$ cat config.mk
export PLATFORM = sky130hd
export DESIGN_NAME = debug_port_control_registers
export DESIGN_NICKNAME = d
export VERILOG_FILES = /design/src/debug_port_control_registers.v /design/src/guard_time_gen.v /design/src/timeout_counter.v
export VERILOG_INCLUDE_DIRS = /design/src
export SDC_FILE = /design/constraint.sdc
export NUM_CORES = 1
export LEC_CHECK = 0
export ABC_AREA = 0
export CAP_MARGIN = 20
export CORE_ASPECT_RATIO = 1.75
export CORE_MARGIN = 4
export CORE_UTILIZATION = 35
export CTS_BUF_LIST = sky130_fd_sc_hd__clkbuf_2 sky130_fd_sc_hd__clkbuf_4 sky130_fd_sc_hd__clkbuf_8
export DETAILED_ROUTE_END_ITERATION = 6
export DONT_BUFFER_PORTS = 1
export PLACE_DENSITY_LB_ADDON = 0.3
export SETUP_SLACK_MARGIN = 0.15
export SLEW_MARGIN = 20
export SYNTH_ARGS = -nofsm -noshare
export SYNTH_HDL_FRONTEND = slang
export SYNTH_HIERARCHICAL = 1
export SYNTH_SLANG_ARGS = --single-unit
$ cat constraint.sdc
create_clock -name i_clk -period 1.95 [get_ports i_clk]
set_input_delay 0.195 -clock i_clk [delete_from_list [all_inputs] [get_ports i_clk]]
set_output_delay 0.195 -clock i_clk [all_outputs]
set_load 0.005 [all_outputs]
$ cat src/dbg_port_map.vh
// Register map and timing constants of the debug port control registers
`ifndef DBG_PORT_MAP_VH
`define DBG_PORT_MAP_VH
`define OFS_REVISION_STATUS 4'h0
`define OFS_ERROR_SIG_STATUS 4'h1
`define OFS_LINK_CTRL_FIRST 4'h2
`define OFS_LINK_CTRL_SECOND 4'h3
`define OFS_KEY_ACTIVE_STATUS 4'h7
`define OFS_SYS_RESET_REQ 4'h8
`define OFS_LINK_CLOCK_SEL 4'h9
`define OFS_LAST 4'hC
`define BIT_INTER_BYTE_DELAY 7
`define BIT_PARITY_OFF 5
`define BIT_TIMEOUT_OFF 4
`define BIT_RESP_SIG_OFF 3
`define BIT_NEG_ACK_OFF 4
`define BIT_CONTENTION_OFF 3
`define BIT_INTERFACE_OFF 2
`define BIT_USER_ROW_KEY 5
`define BIT_PROGRAM_KEY 4
`define BIT_ERASE_KEY 3
`define RST_LINK_CTRL 8'h00
`define RST_ERROR_SIG 3'h0
`define RST_CLOCK_SEL 2'h3
`define RESET_REQ_CODE 8'h59
`define SIG_NONE 3'h0
`define SIG_PARITY 3'h1
`define SIG_FRAME 3'h2
`define SIG_TIMEOUT 3'h3
`define SIG_CLOCK_RECOVERY 3'h4
`define SIG_CONTENTION 3'h7
`define GUARD_OFF_SEL 3'h7
`define GUARD_BASE_CYCLES 8'h80
`define TIMEOUT_CYCLES 65536
`define IDLE_CHARS_BETWEEN 2'h2
`endif

$ cat src/debug_port_control_registers.v
// Register bank of the single-wire debug port physical and access layers
`include "dbg_port_map.vh"
module debug_port_control_registers #(
    parameter [3:0] IMPL_REVISION = 4'h2,
    parameter TIMEOUT_LIMIT = `TIMEOUT_CYCLES
) (
    // Clock and reset
    input wire i_clk,
    input wire i_rst,
    // Debugger register port, serial instruction side
    input wire i_reg_wr,
    input wire i_reg_rd,
    input wire [3:0] i_reg_addr,
    input wire [7:0] i_reg_wdata,
    output reg [7:0] o_reg_rdata,
    output reg o_reg_rvalid,
    // Physical layer error events
    input wire i_err_parity,
    input wire i_err_frame,
    input wire i_err_clock_recovery,
    input wire i_err_contention,
    // Access layer handshake
    input wire i_acc_wait,
    // Transmit byte context
    input wire i_tx_first_byte,
    input wire i_sys_reset_during_access,
    // Key events
    input wire i_user_row_key_set,
    input wire i_user_row_key_clr,
    input wire i_program_key_set,
    input wire i_program_done,
    input wire i_erase_key_set,
    input wire i_erase_done,
    // Physical layer configuration
    output reg o_inter_byte_delay_en,
    output reg o_parity_check_off,
    output reg o_timeout_detect_off,
    output reg o_response_sig_off,
    output reg [2:0] o_guard_time_sel,
    output reg [7:0] o_guard_cycles,
    output reg [1:0] o_idle_chars,
    output reg o_neg_ack_en,
    output reg o_contention_detect_off,
    output reg [1:0] o_link_clock_select,
    // Status and system outputs
    output reg o_interface_reset,
    output reg o_clock_request,
    output reg o_timeout_err,
    output reg o_system_reset
);
    reg [7:0] ctrl_first_reg;
    reg [7:0] ctrl_first_next;
    reg [2:0] ctrl_second_reg;
    reg [2:0] ctrl_second_next;
    reg [2:0] error_signature_reg;
    reg [2:0] error_signature_next;
    reg user_row_key_active_reg;
    reg program_key_active_reg;
    reg erase_key_active_reg;
    reg system_reset_reg;
    reg [1:0] clock_sel_reg;
    reg [7:0] rdata_next;
    reg disable_reg;
    wire [7:0] guard_cycles;
    wire [1:0] idle_chars;
    wire timeout_hit;
    wire [3:0] sync_in;
    reg [3:0] sync1_reg;
    reg [3:0] sync2_reg;
    wire if_rst;

    ////////////////////////////////////////////////////////////////////////
    // Interface reset: external reset or interface disable
    assign if_rst = i_rst || disable_reg;

    ////////////////////////////////////////////////////////////////////////
    // Pin-side error inputs pass two flip-flops
    assign sync_in = {i_err_contention, i_err_clock_recovery, i_err_frame, i_err_parity};
    always @(posedge i_clk) begin
        if (i_rst) begin
            sync1_reg <= 4'h0;
            sync2_reg <= 4'h0;
        end else begin
            sync1_reg <= sync_in;
            sync2_reg <= sync1_reg;
        end
    end

    ////////////////////////////////////////////////////////////////////////
    // Helpers
    guard_time_gen u_guard (
        .i_guard_sel(ctrl_first_reg[2:0]),
        .i_first_byte(i_tx_first_byte),
        .i_ibd_en(ctrl_first_reg[`BIT_INTER_BYTE_DELAY]),
        .o_guard_cycles(guard_cycles),
        .o_idle_chars(idle_chars)
    );

    timeout_counter #(
        .LIMIT(TIMEOUT_LIMIT)
    ) u_timeout (
        .i_clk(i_clk),
        .i_rst(if_rst),
        .i_wait(i_acc_wait),
        .i_off(ctrl_first_reg[`BIT_TIMEOUT_OFF]),
        .o_expired(timeout_hit)
    );

    ////////////////////////////////////////////////////////////////////////
    // Write decode
    always @* begin
        ctrl_first_next = ctrl_first_reg;
        ctrl_second_next = ctrl_second_reg;
        if (i_reg_wr && i_reg_addr == `OFS_LINK_CTRL_FIRST) begin
            ctrl_first_next = {i_reg_wdata[7], 1'b0, i_reg_wdata[5:0]};
        end
        if (i_reg_wr && i_reg_addr == `OFS_LINK_CTRL_SECOND) begin
            ctrl_second_next = i_reg_wdata[4:2];
        end
    end

    ////////////////////////////////////////////////////////////////////////
    // Error signature: new error wins over read clear
    always @* begin
        error_signature_next = error_signature_reg;
        if (i_reg_rd && i_reg_addr == `OFS_ERROR_SIG_STATUS) begin
            error_signature_next = `SIG_NONE;
        end
        if (sync2_reg[3] && !ctrl_second_reg[1]) begin
            error_signature_next = `SIG_CONTENTION;
        end else if (timeout_hit) begin
            error_signature_next = `SIG_TIMEOUT;
        end else if (sync2_reg[2]) begin
            error_signature_next = `SIG_CLOCK_RECOVERY;
        end else if (sync2_reg[1]) begin
            error_signature_next = `SIG_FRAME;
        end else if (sync2_reg[0] && !ctrl_first_reg[`BIT_PARITY_OFF]) begin
            error_signature_next = `SIG_PARITY;
        end
    end

    ////////////////////////////////////////////////////////////////////////
    // Configuration and error state, reset with the interface
    always @(posedge i_clk) begin
        if (if_rst) begin
            ctrl_first_reg <= `RST_LINK_CTRL;
            ctrl_second_reg <= 3'h0;
            error_signature_reg <= `RST_ERROR_SIG;
            clock_sel_reg <= `RST_CLOCK_SEL;
            user_row_key_active_reg <= 1'b0;
            program_key_active_reg <= 1'b0;
            erase_key_active_reg <= 1'b0;
        end else begin
            ctrl_first_reg <= ctrl_first_next;
            ctrl_second_reg <= ctrl_second_next;
            error_signature_reg <= error_signature_next;
            if (i_reg_wr && i_reg_addr == `OFS_LINK_CLOCK_SEL && i_reg_wdata[1:0] != 2'h0) begin
                clock_sel_reg <= i_reg_wdata[1:0];
            end
            if (i_user_row_key_set) begin
                user_row_key_active_reg <= 1'b1;
            end else if (i_user_row_key_clr) begin
                user_row_key_active_reg <= 1'b0;
            end
            if (i_program_key_set) begin
                program_key_active_reg <= 1'b1;
            end else if (i_program_done) begin
                program_key_active_reg <= 1'b0;
            end
            if (i_erase_key_set) begin
                erase_key_active_reg <= 1'b1;
            end else if (i_erase_done) begin
                erase_key_active_reg <= 1'b0;
            end
        end
    end

    ////////////////////////////////////////////////////////////////////////
    // Disable pulse and system reset request
    always @(posedge i_clk) begin
        if (i_rst) begin
            disable_reg <= 1'b0;
        end else begin
            disable_reg <= !disable_reg && ctrl_second_reg[0];
        end
    end

    always @(posedge i_clk) begin
        if (if_rst) begin
            system_reset_reg <= 1'b0;
        end else if (i_reg_wr && i_reg_addr == `OFS_SYS_RESET_REQ) begin
            system_reset_reg <= (i_reg_wdata == `RESET_REQ_CODE);
        end
    end

    ////////////////////////////////////////////////////////////////////////
    // Read path, debugger port only
    always @* begin
        rdata_next = 8'h00;
        case (i_reg_addr)
            `OFS_REVISION_STATUS: rdata_next = {IMPL_REVISION, 4'h0};
            `OFS_ERROR_SIG_STATUS: rdata_next = {5'h00, error_signature_reg};
            `OFS_LINK_CTRL_FIRST: rdata_next = ctrl_first_reg;
            `OFS_LINK_CTRL_SECOND: rdata_next = {3'h0, ctrl_second_reg, 2'h0};
            `OFS_KEY_ACTIVE_STATUS: rdata_next = {2'h0, user_row_key_active_reg,
                program_key_active_reg, erase_key_active_reg, 3'h0};
            `OFS_SYS_RESET_REQ: rdata_next = {7'h00, system_reset_reg};
            `OFS_LINK_CLOCK_SEL: rdata_next = {6'h00, clock_sel_reg};
            default: rdata_next = 8'h00;
        endcase
    end

    ////////////////////////////////////////////////////////////////////////
    // Registered outputs
    always @(posedge i_clk) begin
        if (i_rst) begin
            o_reg_rdata <= 8'h00;
            o_reg_rvalid <= 1'b0;
            o_inter_byte_delay_en <= 1'b0;
            o_parity_check_off <= 1'b0;
            o_timeout_detect_off <= 1'b0;
            o_response_sig_off <= 1'b0;
            o_guard_time_sel <= 3'h0;
            o_guard_cycles <= `GUARD_BASE_CYCLES;
            o_idle_chars <= 2'h0;
            o_neg_ack_en <= 1'b0;
            o_contention_detect_off <= 1'b0;
            o_link_clock_select <= `RST_CLOCK_SEL;
            o_interface_reset <= 1'b1;
            o_clock_request <= 1'b0;
            o_timeout_err <= 1'b0;
            o_system_reset <= 1'b0;
        end else begin
            o_reg_rdata <= i_reg_rd ? rdata_next : 8'h00;
            o_reg_rvalid <= i_reg_rd;
            o_inter_byte_delay_en <= ctrl_first_reg[`BIT_INTER_BYTE_DELAY];
            o_parity_check_off <= ctrl_first_reg[`BIT_PARITY_OFF];
            o_timeout_detect_off <= ctrl_first_reg[`BIT_TIMEOUT_OFF];
            o_response_sig_off <= ctrl_first_reg[`BIT_RESP_SIG_OFF];
            o_guard_time_sel <= ctrl_first_reg[2:0];
            o_guard_cycles <= guard_cycles;
            o_idle_chars <= idle_chars;
            o_neg_ack_en <= i_sys_reset_during_access && !ctrl_second_reg[2];
            o_contention_detect_off <= ctrl_second_reg[1];
            o_link_clock_select <= clock_sel_reg;
            o_interface_reset <= if_rst;
            o_clock_request <= !if_rst;
            o_timeout_err <= timeout_hit;
            o_system_reset <= system_reset_reg && !if_rst;
        end
    end
endmodule

$ cat src/guard_time_gen.v
// Guard time and inter-byte delay length selection
`include "dbg_port_map.vh"
module guard_time_gen (
    // Configuration
    input wire [2:0] i_guard_sel,
    input wire i_first_byte,
    input wire i_ibd_en,
    // Result
    output wire [7:0] o_guard_cycles,
    output wire [1:0] o_idle_chars
);
    assign o_guard_cycles = (i_guard_sel == `GUARD_OFF_SEL) ? 8'h00 :
        (`GUARD_BASE_CYCLES >> i_guard_sel);
    assign o_idle_chars = (i_ibd_en && !i_first_byte) ? `IDLE_CHARS_BETWEEN : 2'h0;
endmodule

$ cat src/timeout_counter.v
// Access-layer response time-out counter
`include "dbg_port_map.vh"
module timeout_counter #(
    parameter LIMIT = `TIMEOUT_CYCLES
) (
    // Clock and reset
    input wire i_clk,
    input wire i_rst,
    // Control
    input wire i_wait,
    input wire i_off,
    // Result
    output reg o_expired
);
    reg [16:0] count_reg;
    always @(posedge i_clk) begin
        if (i_rst || !i_wait || i_off) begin
            count_reg <= 17'h0_0000;
            o_expired <= 1'b0;
        end else begin
            if (count_reg == LIMIT[16:0] - 17'h0_0001) begin
                o_expired <= 1'b1;
            end else begin
                o_expired <= 1'b0;
            end
            if (count_reg != LIMIT[16:0]) begin
                count_reg <= count_reg + 17'h0_0001;
            end
        end
    end
endmodule

# Word-level counts from Yosys, hierarchy flattened
# Index checks and enable logic that the tools add are counted.
# W data, S select, Z words.
[totals]
output_inout_bits = 34
regBits = 80
input_bits = 29
elab_cells = 89
[op_classes]
eq_ne = 10
shift = 1
bitwise = 1
n_reduce_logical = 30
muxes = 16
addsub = 1
[ops]
columns = ["operator", "n"]
rows = [
  ["$pmux W8 S7", 1],
  ["$mux W3", 6],
  ["$add A17 B1 Y17 const B", 1],
  ["$eq A17 B16 Y1 const B", 1],
  ["$ne A17 B17 Y1 const B", 1],
  ["$logic_and A1 B1 Y1", 12],
  ["$eq A4 B2 Y1 const B", 2],
  ["$eq A4 B4 Y1 const B", 2],
  ["$eq A8 B7 Y1 const B", 1],
  ["$mux W8", 1],
  ["$reduce_bool A2 Y1", 4],
  ["$shr A8 B3 Y8 const A", 1],
  ["$logic_not A1 Y1", 7],
  ["$mux W1", 7],
  ["$reduce_bool A6 Y1", 1],
  ["$eq A4 B1 Y1 const B", 1],
  ["$eq A4 B3 Y1 const B", 1],
  ["$logic_not A4 Y1", 1],
  ["$reduce_or A2 Y1", 2],
  ["$eq A3 B3 Y1 const B", 1],
  ["$logic_or A1 B1 Y1", 3],
  ["$mux W2", 1],
  ["$not A1 Y1", 1],
]

# Logic depth before layout (Yosys ltp)
[logic_depth]
ltp_word = 8
mapped_depth = 7
depth_no_buf = 5

# Modules after synthesis
# Netlist, hierarchy kept.
[by_module_without_submodules]
columns = ["mod", "seq_area_each_um2", "instances", "cells_each", "area_per_inst_um2"]
rows = [
  ["debug_port_control_registers", 1221.2, 1, 204, 2122.0],
  ["timeout_counter", 360.3, 1, 107, 924.6],
  ["guard_time_gen", 0.0, 1, 11, 82.6],
]

# Least setup slack after synthesis
# Ideal clock, no wire load.
[synth_path]
path_kind = "register to register"
start = "register disable_reg"
end = "register u_timeout.count_reg[1]"
stages_incl_launch_ff = 8
setup_slack_ns = 0.267
path_buffers = 2
arrival_ns = 1.611
path_cell_list = "dfxtp_1 > nor2_2 > inv_1 > clkbuf_1 > nor3b_2 > clkbuf_1 > nand2_1 > mux2i_1"
[synth_between]
elab_chain_len = 3
[synth_rtl]
columns = ["element", "line", "source"]
rows = [
  ["start, declared", "debug_port_control_registers.v:63", "reg disable_reg;"],
  ["start signal, assigned", "debug_port_control_registers.v:184", "disable_reg <= !disable_reg && ctrl_second_reg[0];"],
  ["$logic_or A1 B1 Y1", "debug_port_control_registers.v:74", "assign if_rst = i_rst || disable_reg;"],
  ["via if_rst", "debug_port_control_registers.v:70", "wire if_rst;"],
  ["$logic_or A1 B1 Y1 (2 in series)", "timeout_counter.v:17", "if (i_rst || !i_wait || i_off) begin"],
  ["end signal, assigned", "timeout_counter.v:27", "count_reg <= count_reg + 17'h0_0001;"],
  ["end, declared", "timeout_counter.v:15", "reg [16:0] count_reg;"],
]
# The timed path passes the listed nets, and every way through them passes these cells.
# A chain may end at the register's enable or synchronous reset.

# Worst setup path in the final report
[layout_path]
start = "register u_timeout.count_reg[1]"
end = "register u_timeout.count_reg[10]"
[layout_between]
elab_chain_len = 1
word_cells_on_any_way = 2
cone_classes = "add/sub (1); eq/ne (1)"
[layout_rtl]
columns = ["element", "line"]
rows = [
  ["$add A17 B1 Y17 / $ne A17 B17 Y1 (equally long branches)", "timeout_counter.v:27, timeout_counter.v:26"],
]
# Parallel ways exist; a longest one is shown, timed or not.

==> flow_summary.ini <==
[sta]
layout_min_cycle_time_ns = 1.59
clock_skew_ns = 0.00692
rsz0062_at_grt = no
max_freq_mhz = 627
tightest_slew_ns = 0.616
fin_crit_sh_pct = 81.7
relSlewSlack_pct = 58.3
setup_viol = 0
hold_viol = 0
setup_tns_ns = 0
drv_slew = 0

[cts]
cts_resized = 0
cts_tree = done
clock_path_buffers = 2
cts_buffers = 9
postCtsHoldBufs = 19
clock_sinks = 79
htree_levels = 3
post_cts_buffers = 0
clk_latency_ns = 0.35
cts_root_buffer = clkbuf_8
clk_pin_slew_ns = 0.07

[floorplan]
die_x_um = 79.5
core_um2 = 8730
start_util_pct = 35.9
rows = 45
fp.dieH_um = 133
die_area_um2 = 10600
io_pins = 63

[global_routing]
grt_first_pass_wirelength_um = 11000
grt_util_all_layers_pct = 13.7
antenna_found_initial = 0
grt_pass1_vias = 2183
overflow = 0
grt_max_degree = 31

[route]
vias_per_cell = 4.87
num_vias = 2257
dr.first_iter.drc_count = 122
first_pass_iters = 4
top_layer = met4
routedLengthMet1_um = 2480
wl_um = 6810
wl_met2_um = 3820
ant_nets = 0
wl_met3_um = 298
detail_route.wl_per_cell_um = 14.7
drc_errors = 0

[final_layout]
nets = 373
fin_util_pct = 41.2
drive_above_1_share_pct = 9.83
diodes = 0
syn2layout_area_growth_pct = 14.8
largest_register_ffs = 17

[power]
p_switching_w = 0.000628
p_int_w = 0.00233
p_sw_share_pct = 21.3
pwr-share-clk_pct = 38.6
p_leak_nw = 1.37
powerDensity_nw_per_um2 = 823
p_seq_share_pct = 56.3
p_comb_share_pct = 5.1
vdd_drop_max_mv = 0.350

[worst_setup_path]
cp-end-kind = flip-flop
cp_cell_sequence = ha_1 > inv_1 > or4_1 > a21oi_1
path_buf_inv = 1
setup.worst_path.class = flip-flop to flip-flop
crit_fanout = 6
reg2regPathDepth = 4
startpoint_type = flip-flop
cpPeakStageDelay_ns = 0.51
cp.arrival_ns = 1.87
worstPathRequired_ns = 2.22
cp_slowest_cell = or4_1
crit_family = simple AND/OR/NAND/NOR gates
cp.depth = 4

[placed_design]
gp_congestion = 0.835
port_buffers = 0
dp_hpwl_um = 4970

[synthesis]
yosys_warnings = 6
synth_edf_count = 0
synth-main-ff-cell = dfxtp_1
synth_top_cell_by_area = dfxtp_1
avgSynthCellArea_um2 = 9.72
netlist.area_leader.share_pct = 50.5
synth-async-reset-ratio_pct = 0
yosys.cell_types.count = 46
syn-instance-count = 322
synth_area_um2 = 3130
ys_seq_elements = 79
ys_seq_area_share_pct = 50.5
ys_top_cells_by_area = dfxtp_1, mux2i_1, nor2b_1, nor2_1, nand2_1

[status]
status = finished clean

[worst_hold_path]
holdPathStages = 3
hold_path_class = input pin to flip-flop

[flow_run]
cap_violations = 0
## cell type report
class,count,area [µm²]
Clock buffer,16,189
Fill cell,880,5130
Inverter,12,45.0
Multi-Input combinational cell,217,1410
Sequential cell,79,1580
Tap cell,117,146
Timing Repair Buffer,22,223
## path summary, 6_finish.rpt
kind                          start                      end  slack [ns]
min reg2reg            sync1_reg[2]             sync2_reg[2]        0.44
max reg2reg  u_timeout/count_reg[1]  u_timeout/count_reg[10]        0.36
max          u_timeout/count_reg[1]  u_timeout/count_reg[10]        0.36
min              i_user_row_key_clr  user_row_key_active_reg        0.04
## per-layer routing
layer | up-vias | track usage (%)
li1 | 1145 | -
met1 | 1039 | 13.1
met2 | 55 | 25.3
met3 | 18 | 4.29
met4 | 0 | 6.98
met5 | - | 0
## logic make-up after synthesis
group / after synthesis / synth area share, %
buffers and inverters: 27 / 4.56
other: 2 / 0.240
multiplexers: 22 / 7.04
flip-flops: 79 / 50.5
adder cells (fa/ha/maj): 3 / 1.20
AO/OA/AOI/OAI: 32 / 6.28
AND/OR/NAND/NOR: 155 / 29.6
XOR/XNOR: 2 / 0.560
## stage by stage
step | std cells | power [W] | hold WS, ns | area [µm²] | setup WS, ns
finish | 463 | 0.00296 | 0.0359 | 3590 | 0.356
global route | 463 | 0.00308 | 0.0225 | 3590 | 0.260
CTS | 463 | 0.00301 | 0.0194 | 3590 | 0.348
detailed placement | 428 | 0.00181 | 0.271 | 3200 | 0.371
global placement | 428 | 0.00181 | 0.271 | 3200 | 0.450
floorplan | 323 | 0.00181 | 0.276 | 3130 | 0.267
## placed cells by master (no fill, tap or decap), types with 5 or more instances in the layout
cell type	n
nor4_1	8
dfxtp_1	79
mux2i_1	22
clkbuf_4	5
inv_1	12
nand2b_1	9
dlygate4sd3_1	18
nand4_1	5
clkbuf_8	11
nor3_1	7
nand3_1	11
nor2b_1	30
a21oi_1	16
nor3b_1	6
nor2_1	24
nand2_1	22
## power by group through the flow
stage / Sequential, W / Combinational, W / Clock [W]
2_1_floorplan: 0.00169 / 0.000113 / 0
3_3_place_gp: 0.00170 / 0.000106 / 0
3_5_place_dp: 0.00170 / 0.000107 / 0
4_1_cts: 0.00166 / 0.000153 / 0.00119
5_1_grt: 0.00167 / 0.000168 / 0.00124
6_report: 0.00166 / 0.000150 / 0.00114
## worst reg2reg max path: cells and delay by family, from the launching register on
kind                       cells  cell delay [ns]
and+or+nand+nor                1             0.51
DFF                            1             0.42
adders and majority gates      1             0.29
AOI/OAI and AO/OA              1             0.17
buffers and inverters          1             0.14
## synth_stat cells (2+ instances only)
library cell and instances:
a21oi_1 16, a221o_1 2, a31oi_1 3, and2_1 3
and3b_2 3, buf_4 7, buf_6 2, clkbuf_1 6
conb_1 2, dfxtp_1 79, ha_1 3, inv_1 12
mux2i_1 22, nand2_1 22, nand2b_1 9, nand3_1 11
nand3b_1 3, nand4_1 5, nor2_1 24, nor2b_1 30
nor3_1 7, nor3b_1 6, nor4_1 8, nor4b_1 3
nor4bb_1 3, o21ai_0 4, o31ai_1 3, or2_2 3
or4_1 3, xor2_1 2
Power figures use the tool's default switching activity.
